<file path="src/hw/pes_pkg.sv">
package pes_pkg;

	////////////////////////////////////////////////////////////////////////////////
	// engine feedback inputs, packed into one vector for synchronising
	localparam int unsigned SENSE_W = 6;
	localparam int unsigned SNS_DOOR = 0; // door closed level
	localparam int unsigned SNS_PHASE = 1; // drum phase adjustment complete
	localparam int unsigned SNS_PICK = 2; // sheet picked up
	localparam int unsigned SNS_FUSER = 3; // fuser paper sensor, high while paper present
	localparam int unsigned SNS_MOTOR = 4; // motor stopped level
	localparam int unsigned SNS_CAL = 5; // calibration / stabilisation finished

	////////////////////////////////////////////////////////////////////////////////
	// print-count interval for image stabilisation
	localparam int unsigned INTERVAL_W = 8;
	localparam logic [INTERVAL_W-1:0] COUNT_RST = 8'h00;
	localparam logic [INTERVAL_W-1:0] COUNT_ONE = 8'h01;
	localparam logic [INTERVAL_W-1:0] INTERVAL_OFF = 8'h00; // zero disables the interval
	localparam logic [SENSE_W-1:0] SENSE_RST = 6'h00;

	////////////////////////////////////////////////////////////////////////////////
	// operating periods, gray coded along the normal path from warm-up through last rotation
	typedef enum logic [2:0] {
		warm_up_period = 3'h0,
		idle_ready_period = 3'h1,
		initial_rotation_period = 3'h3,
		printing_period = 3'h2,
		last_rotation_period = 3'h6
	} pes_period_type;

	localparam pes_period_type PERIOD_RST = warm_up_period;

endpackage

</file>
<file path="src/hw/pes_sequencer.sv">
`timescale 1ns/1ps
// Notes on behaviour
// - door close or power-up enters warm-up
// - warm-up discharges, phases, cleans, senses, calibrates
// - after warm-up or last rotation wait idle
// - sleep command in either rotation returns engine to idle period
// - idle calibrations run only on formatter command
// - print command starts initial rotation until pickup
// - printing lasts until fuser trailing edge seen
// - stabilise on print-count interval or trigger
// - last rotation ejects sheet until motor stops
// - print during last rotation skips idle period
module pes_sequencer (
	input wire logic ref_clk_in,
	input wire logic sys_rst_in,
	input wire logic print_cmd_in,
	input wire logic sleep_cmd_in,
	input wire logic reg_cal_cmd_in,
	input wire logic stab_cal_cmd_in,
	input wire logic stab_time_in,
	input wire logic [pes_pkg::INTERVAL_W-1:0] stab_interval_in,
	input wire logic door_closed_in,
	input wire logic phase_done_in,
	input wire logic paper_picked_in,
	input wire logic fuser_paper_in,
	input wire logic motor_stopped_in,
	input wire logic cal_done_in,
	output pes_pkg::pes_period_type period_out,
	output logic drum_discharge_out,
	output logic phase_adjust_out,
	output logic belt_clean_out,
	output logic supply_sense_out,
	output logic reg_cal_run_out,
	output logic stab_cal_run_out,
	output logic motor_run_out,
	output logic pickup_out,
	output logic image_form_out,
	output logic engine_ready_out,
	output logic sleeping_out
);
	import pes_pkg::*;

	////////////////////////////////////////////////////////////////////////////////
	// state of the sequencer
	typedef struct packed {
		pes_period_type period;
		logic reg_pend;
		logic stab_pend;
		logic print_pend;
		logic reg_run;
		logic stab_run;
		logic sleeping;
		logic discharge;
		logic phase_adj;
		logic belt_clean;
		logic sense;
		logic motor;
		logic pickup;
		logic image;
		logic ready;
	} pes_seq_type;

	pes_seq_type cur;
	pes_seq_type next_cur;

	logic [SENSE_W-1:0] raw_sense;
	logic [SENSE_W-1:0] sense_level;
	logic [SENSE_W-1:0] sense_rise;
	logic [SENSE_W-1:0] sense_fall;
	logic sheet_done;
	logic stab_due;

	// reset value of the whole state
	function automatic pes_seq_type reset_state();
		pes_seq_type s;
		s = '0;
		s.period = PERIOD_RST;
		return s;
	endfunction

	// true while either calibration is in progress
	function automatic logic cal_busy(input pes_seq_type s);
		return s.reg_run | s.stab_run;
	endfunction

	// start the stability run now, or hold it pending while another run owns the engine
	function automatic pes_seq_type request_stab(input pes_seq_type s);
		pes_seq_type d;
		d = s;
		if (cal_busy(s)) begin
			d.stab_pend = 1'b1;
		end else begin
			d.stab_run = 1'b1;
		end
		return d;
	endfunction

	// output levels of a period; phase drive stops once the synced feedback reports done
	function automatic pes_seq_type drive_levels(input pes_seq_type s, input logic phased);
		pes_seq_type d;
		d = s;
		d.discharge = 1'b0;
		d.phase_adj = 1'b0;
		d.belt_clean = 1'b0;
		d.sense = 1'b0;
		d.motor = 1'b0;
		d.pickup = 1'b0;
		d.image = 1'b0;
		d.ready = 1'b0;
		unique case (s.period)
			warm_up_period: begin
				d.discharge = 1'b1;
				d.phase_adj = !phased;
				d.belt_clean = 1'b1;
				d.sense = 1'b1;
				d.motor = 1'b1;
			end
			idle_ready_period: begin
				d.ready = 1'b1;
			end
			initial_rotation_period: begin
				d.motor = 1'b1;
				d.pickup = 1'b1;
			end
			printing_period: begin
				d.motor = 1'b1;
				d.image = 1'b1;
			end
			last_rotation_period: begin
				d.motor = 1'b0;
			end
			default: begin
				d.motor = 1'b0; // an illegal code drives nothing
			end
		endcase
		return d;
	endfunction

	////////////////////////////////////////////////////////////////////////////////
	// engine feedback pins pass three flops before use
	assign raw_sense[SNS_DOOR] = door_closed_in;
	assign raw_sense[SNS_PHASE] = phase_done_in;
	assign raw_sense[SNS_PICK] = paper_picked_in;
	assign raw_sense[SNS_FUSER] = fuser_paper_in;
	assign raw_sense[SNS_MOTOR] = motor_stopped_in;
	assign raw_sense[SNS_CAL] = cal_done_in;

	pes_sync u_sync (
		.ref_clk_in(ref_clk_in),
		.sys_rst_in(sys_rst_in),
		.async_in(raw_sense),
		.level_out(sense_level),
		.rise_out(sense_rise),
		.fall_out(sense_fall)
	);

	// a sheet is finished when its trailing edge leaves the fuser sensor while printing
	assign sheet_done = sense_fall[SNS_FUSER] && (cur.period == printing_period);

	pes_interval u_interval (
		.ref_clk_in(ref_clk_in),
		.sys_rst_in(sys_rst_in),
		.sheet_done_in(sheet_done),
		.interval_in(stab_interval_in),
		.due_out(stab_due)
	);

	////////////////////////////////////////////////////////////////////////////////
	// period sequencing and calibration bookkeeping
	always_comb begin
		next_cur = cur;

		// a finished calibration frees the engine for the next one
		if (sense_rise[SNS_CAL]) begin
			next_cur.reg_run = 1'b0;
			next_cur.stab_run = 1'b0;
		end

		unique case (cur.period)
			warm_up_period: begin
				// start pending calibrations one at a time, registration first
				if (!cal_busy(next_cur) && cur.reg_pend) begin
					next_cur.reg_pend = 1'b0;
					next_cur.reg_run = 1'b1;
				end else if (!cal_busy(next_cur) && cur.stab_pend) begin
					next_cur.stab_pend = 1'b0;
					next_cur.stab_run = 1'b1;
				end
				// leave once the drum is phased and no calibration remains
				if (sense_level[SNS_PHASE] && !cal_busy(cur) && !cur.reg_pend &&
						!cur.stab_pend) begin
					next_cur.period = idle_ready_period;
				end
			end
			idle_ready_period: begin
				// calibrations in idle only when commanded, one at a time
				if (reg_cal_cmd_in && !cal_busy(next_cur)) begin
					next_cur.reg_run = 1'b1;
				end else if (stab_cal_cmd_in && !cal_busy(next_cur)) begin
					next_cur.stab_run = 1'b1;
				end
				if (sleep_cmd_in) begin
					next_cur.sleeping = 1'b1;
				end
				// a print request waits for a running calibration to end
				if ((print_cmd_in || cur.print_pend) && !cal_busy(next_cur)) begin
					next_cur.print_pend = 1'b0;
					next_cur.sleeping = 1'b0;
					next_cur.period = initial_rotation_period;
				end
			end
			initial_rotation_period: begin
				if (sleep_cmd_in) begin
					next_cur.sleeping = 1'b1;
					next_cur.period = idle_ready_period;
				end else if (sense_rise[SNS_PICK]) begin
					next_cur.period = printing_period;
				end
			end
			printing_period: begin
				// stabilise on the interval or an external trigger time
				if (stab_due || stab_time_in) begin
					next_cur = request_stab(next_cur);
				end
				if (sense_fall[SNS_FUSER]) begin
					next_cur.period = last_rotation_period;
				end
			end
			last_rotation_period: begin
				if (print_cmd_in) begin
					next_cur.period = initial_rotation_period;
				end else if (sleep_cmd_in) begin
					next_cur.sleeping = 1'b1;
					next_cur.period = idle_ready_period;
				end else if (sense_level[SNS_MOTOR]) begin
					next_cur.period = idle_ready_period;
				end
			end
			default: begin
				next_cur.period = warm_up_period; // illegal code recovers to warm-up
			end
		endcase

		// the interval pulse lands just after the trailing edge has ended printing
		if (stab_due && cur.period != printing_period) begin
			next_cur = request_stab(next_cur);
		end

		// print requests seen while the idle period is busy are remembered
		if (print_cmd_in && cur.period == idle_ready_period &&
				next_cur.period == idle_ready_period) begin
			next_cur.print_pend = 1'b1;
		end

		// commands outside idle are held for the next warm-up; set wins over start
		if (reg_cal_cmd_in && cur.period != idle_ready_period) begin
			next_cur.reg_pend = 1'b1;
		end
		if (stab_cal_cmd_in && cur.period != idle_ready_period) begin
			next_cur.stab_pend = 1'b1;
		end

		// a closing door restarts warm-up from any period
		if (sense_rise[SNS_DOOR]) begin
			next_cur.period = warm_up_period;
			next_cur.reg_pend = next_cur.reg_pend | next_cur.reg_run;
			next_cur.stab_pend = next_cur.stab_pend | next_cur.stab_run;
			next_cur.reg_run = 1'b0;
			next_cur.stab_run = 1'b0;
			next_cur.print_pend = 1'b0;
			next_cur.sleeping = 1'b0;
		end

		// output levels follow the next period so they change with it
		next_cur = drive_levels(next_cur, sense_level[SNS_PHASE]);
	end

	////////////////////////////////////////////////////////////////////////////////
	// register the state; power-on reset lands in warm-up
	always_ff @(posedge ref_clk_in) begin
		if (sys_rst_in) begin
			cur <= reset_state();
		end else begin
			cur <= next_cur;
		end
	end

	////////////////////////////////////////////////////////////////////////////////
	// outputs straight from the state flops
	assign period_out = cur.period;
	assign drum_discharge_out = cur.discharge;
	assign phase_adjust_out = cur.phase_adj;
	assign belt_clean_out = cur.belt_clean;
	assign supply_sense_out = cur.sense;
	assign reg_cal_run_out = cur.reg_run;
	assign stab_cal_run_out = cur.stab_run;
	assign motor_run_out = cur.motor;
	assign pickup_out = cur.pickup;
	assign image_form_out = cur.image;
	assign engine_ready_out = cur.ready;
	assign sleeping_out = cur.sleeping;

endmodule

</file>
<file path="src/hw/pes_sync.sv">
`timescale 1ns/1ps
module pes_sync (
	input wire logic ref_clk_in,
	input wire logic sys_rst_in,
	input wire logic [pes_pkg::SENSE_W-1:0] async_in,
	output logic [pes_pkg::SENSE_W-1:0] level_out,
	output logic [pes_pkg::SENSE_W-1:0] rise_out,
	output logic [pes_pkg::SENSE_W-1:0] fall_out
);
	import pes_pkg::*;

	typedef struct packed {
		logic [SENSE_W-1:0] meta;
		logic [SENSE_W-1:0] stable;
		logic [SENSE_W-1:0] last;
		logic [SENSE_W-1:0] rise;
		logic [SENSE_W-1:0] fall;
	} pes_sync_type;

	pes_sync_type cur;
	pes_sync_type next_cur;

	////////////////////////////////////////////////////////////////////////////////
	// three flops, then edges taken from the second and third only
	always_comb begin
		next_cur = cur;
		next_cur.meta = async_in;
		next_cur.stable = cur.meta;
		next_cur.last = cur.stable;
		next_cur.rise = cur.stable & ~cur.last;
		next_cur.fall = ~cur.stable & cur.last;
	end

	// register the state
	always_ff @(posedge ref_clk_in) begin
		if (sys_rst_in) begin
			cur <= '{SENSE_RST, SENSE_RST, SENSE_RST, SENSE_RST, SENSE_RST};
		end else begin
			cur <= next_cur;
		end
	end

	assign level_out = cur.last;
	assign rise_out = cur.rise;
	assign fall_out = cur.fall;

endmodule

</file>
<file path="src/hw/pes_interval.sv">
`timescale 1ns/1ps
module pes_interval (
	input wire logic ref_clk_in,
	input wire logic sys_rst_in,
	input wire logic sheet_done_in,
	input wire logic [pes_pkg::INTERVAL_W-1:0] interval_in,
	output logic due_out
);
	import pes_pkg::*;

	typedef struct packed {
		logic [INTERVAL_W-1:0] count;
		logic due;
	} pes_interval_type;

	pes_interval_type cur;
	pes_interval_type next_cur;

	////////////////////////////////////////////////////////////////////////////////
	// count finished sheets, pulse when the configured interval is reached
	always_comb begin
		next_cur = cur;
		next_cur.due = 1'b0;
		if (interval_in == INTERVAL_OFF) begin
			next_cur.count = COUNT_RST;
		end else if (sheet_done_in) begin
			if (cur.count + COUNT_ONE >= interval_in) begin
				next_cur.count = COUNT_RST;
				next_cur.due = 1'b1;
			end else begin
				next_cur.count = cur.count + COUNT_ONE;
			end
		end
	end

	// register the state
	always_ff @(posedge ref_clk_in) begin
		if (sys_rst_in) begin
			cur <= '{COUNT_RST, 1'b0};
		end else begin
			cur <= next_cur;
		end
	end

	assign due_out = cur.due;

endmodule

</file>
<file path="config.mk">
export PLATFORM = sky130hd
export DESIGN_NAME = pes_sequencer
export DESIGN_NICKNAME = d
export VERILOG_FILES = /design/src/hw/pes_pkg.sv /design/src/hw/pes_sequencer.sv /design/src/hw/pes_sync.sv /design/src/hw/pes_interval.sv
export SDC_FILE = /design/constraint.sdc
export NUM_CORES = 1
export LEC_CHECK = 0
export ABC_AREA = 1
export BUFFER_PORTS_ARGS = -buffer_cell sky130_fd_sc_hd__buf_2
export CAP_MARGIN = 15
export CORE_AREA = 2 2 72 74
export CTS_CLUSTER_SIZE = 12
export DETAILED_ROUTE_END_ITERATION = 10
export DIE_AREA = 0 0 74 76
export PLACE_DENSITY = 0.84
export REMOVE_ABC_BUFFERS = 1
export SETUP_SLACK_MARGIN = 0.15
export SLEW_MARGIN = 20
export SYNTH_ARGS = -nofsm -noshare
export SYNTH_HDL_FRONTEND = slang
export SYNTH_HIERARCHICAL = 1
export SYNTH_SLANG_ARGS = --single-unit
</file>
<file path="constraint.sdc">
create_clock -name ref_clk_in -period 2.2 [get_ports ref_clk_in]
set_input_delay 0.33 -clock ref_clk_in [delete_from_list [all_inputs] [get_ports ref_clk_in]]
set_output_delay 0.33 -clock ref_clk_in [all_outputs]
set_load 0.05 [all_outputs]
</file>
==> flow_metrics.py <==
metrics = {
    "floorplan": {
        "core_area_um2": 4910,
        "chipHeight_um": 76,
        "start_util_pct": 47.6,
        "ioPinCount": 35,
        "die_area_um2": 5620,
        "die_w_um": 74,
        "fp-row-count": 26,
    },
    "placement": {
        "io_buffer_count": 34,
        "dp.cells": 415,
        "hpwl_um": 3330,
        "gp_congestion": 0.864,
        "postPlaceCellArea_um2": 2500,
    },
    "timing": {
        "timing.final.crit_share_pct": 89.2,
        "grt_setup_unrepaired": "false",
        "slew_headroom_pct": 74.3,
        "min_period_ns": 1.96,
        "timing.final.hold_violations": 0,
        "slew_viol_final": 0,
        "skew_ns": 0.0101,
        "setup_violations": 0,
        "setup_tns_ns": 0,
        "maxClockFrequency_ghz": 0.510,
        "worst-slew-pin-transition_ns": 0.385,
    },
    "yosys": {
        "avgSynthCellArea_um2": 7.21,
        "syn-instance-count": 324,
        "syn_area_um2": 2340,
        "yosysWarnings": 6,
    },
    "pwr": {
        "share_seq_of_total_power_pct": 53.5,
        "p_sw_share_pct": 29.4,
        "power.share.clock_pct": 31.4,
        "pwr-share-comb_pct": 15.1,
        "p_per_area_nw_per_um2": 616,
        "p_sw_w": 0.000483,
        "p_leak_nw": 1.37,
        "vdd_ir_drop_max_uv": 421,
        "internal_power_w": 0.00116,
    },
    "critical_path": {
        "cp.required_ns": 2.44,
        "critical_path_class": "register to register",
        "startpoint_type": "register",
        "cp_max_fo": 8,
        "worstPathArrival_ns": 2.20,
        "end_kind": "register",
    },
    "grt": {
        "grt_pass1_wl_um": 7620,
        "gr-usage-all-layers_pct": 17.2,
        "grt_max_degree": 21,
        "antenna_found_initial": 0,
        "grt_pass1_vias": 1807,
        "overflow": 0,
    },
    "route": {
        "drtAntennaViolNets": 0,
        "wl_per_cell_um": 10.7,
        "route.detailed.drc": 0,
        "drt_iter0_drc": 233,
        "top_layer": "met4",
        "met3_length_um": 219,
        "wl_met2_um": 2240,
        "wl_met1_um": 1970,
        "wl_um": 4540,
        "vias": 1985,
        "vias_per_cell": 4.68,
        "dr.pass1.iters": 4,
    },
    "clock_network": {
        "postCtsHoldBufs": 0,
        "clock-sinks": 46,
        "cts_made_buffers": 5,
        "cts_tree": "built",
        "clkTransAtPathRegs_ns": 0.09,
        "cts_buffer_depth": 2,
        "root_buffer": "clkbuf_8",
        "clkLatencyLatePin_ns": 0.30,
        "htree_levels": 2,
    },
    "layout": {
        "synthToLayoutAreaGrowth_pct": 14.2,
        "antenna_cells": 0,
        "final_cell_mix": "nand2_1 (70), inv_1 (58), dfxtp_1 (41), nor2_1 (34), buf_2 (34)",
        "fin_cells": 424,
        "final_common_cell": "nand2_1",
        "ff_latch_area_um2": 930,
        "nets": 383,
        "multi_input_area_um2": 1140,
        "final_layout_size_suffix_gt1_share_pct": 25.4,
        "stdcell_area_um2": 2670,
        "fillerInstances": 440,
    },
    "hold_path": {
        "min_path_type": "input pin to register",
    },
    "run": {
        "drv_cap": 0,
    },
    "outcome": {
        "outcome": "complete, no violations",
    },
}
-- area by class of cell --
cell class	instances	share of cell area (%)
Inverter	63	8.86
Clock inverter	3	0.797
Timing Repair Buffer	36	6.94
Tap cell	70	3.28
Sequential cell	46	34.8
Clock buffer	5	2.58
Multi-Input combinational cell	201	42.7
-- state kept, by name (all words and copies together), names as in the netlist, 3 cells and up, named ones only --
name,cells
u_sync/level_out,6
period_out,3
u_sync/rise_out,3
u_sync/cur,12
cur,3
u_interval/cur,8
-- worst paths after layout --
check	startpoint	end	slack (ns)	cells past startpoint
setup / recovery	u_interval/cur[4]	u_interval/cur[1]	0.24	11
hold / removal	paper_picked_in	u_sync/cur[26]	0.23	3
setup reg to reg	u_interval/cur[4]	u_interval/cur[1]	0.24	11
hold reg to reg	u_sync/level_out[5]	u_sync/rise_out[5]	0.38	1
-- routing by layer --
layer,vias to the layer above,global-route usage (%)
li1,1042,-
met1,877,20.9
met2,54,28.5
met3,12,4.10
met4,0,7.09
met5,-,0
-- power by group through the flow --
stage	registers (W)	clock network (W)	logic, W
after floorplan	0.000956	0	0.000117
after global placement	0.000899	0	0.000237
after detailed placement	0.000901	0	0.000243
after CTS	0.000881	0.000533	0.000244
after global routing	0.000885	0.000565	0.000277
final	0.000880	0.000516	0.000248
-- per-stage QoR --
stage	setup WS (ns)	util, %	hold WS (ns)	total power [W]
2_1_floorplan	0.349	-	0.368	0.00107
3_3_place_gp	0.270	50.9	0.372	0.00114
3_5_place_dp	0.136	50.9	0.377	0.00114
4_1_cts	0.162	52.7	0.210	0.00166
5_1_grt	0.135	54.3	0.219	0.00173
6_report	0.238	54.3	0.225	0.00164
-- worst max-delay path, stage by stage (launching register included) --
cell and delay, ns:
dfxtp_2 0.41, nand2_2 0.12, nor2_2 0.14, nand2_1 0.06, nand2_1 0.05, nand2_1 0.06, ha_1 0.31, a21o_1 0.21
nor2_4 0.19, and2_4 0.18, nand2_1 0.04, a21oi_1 0.11
-- repair_timing --
item                                    4_1_cts  5_1_grt
pin swaps                                     0        4
endpoints found under the hold margin         0        0
buffers inserted                              0        1
endpoints found under the setup margin        3        9
resized for setup                             1       19
Power figures use the tool's default switching activity.
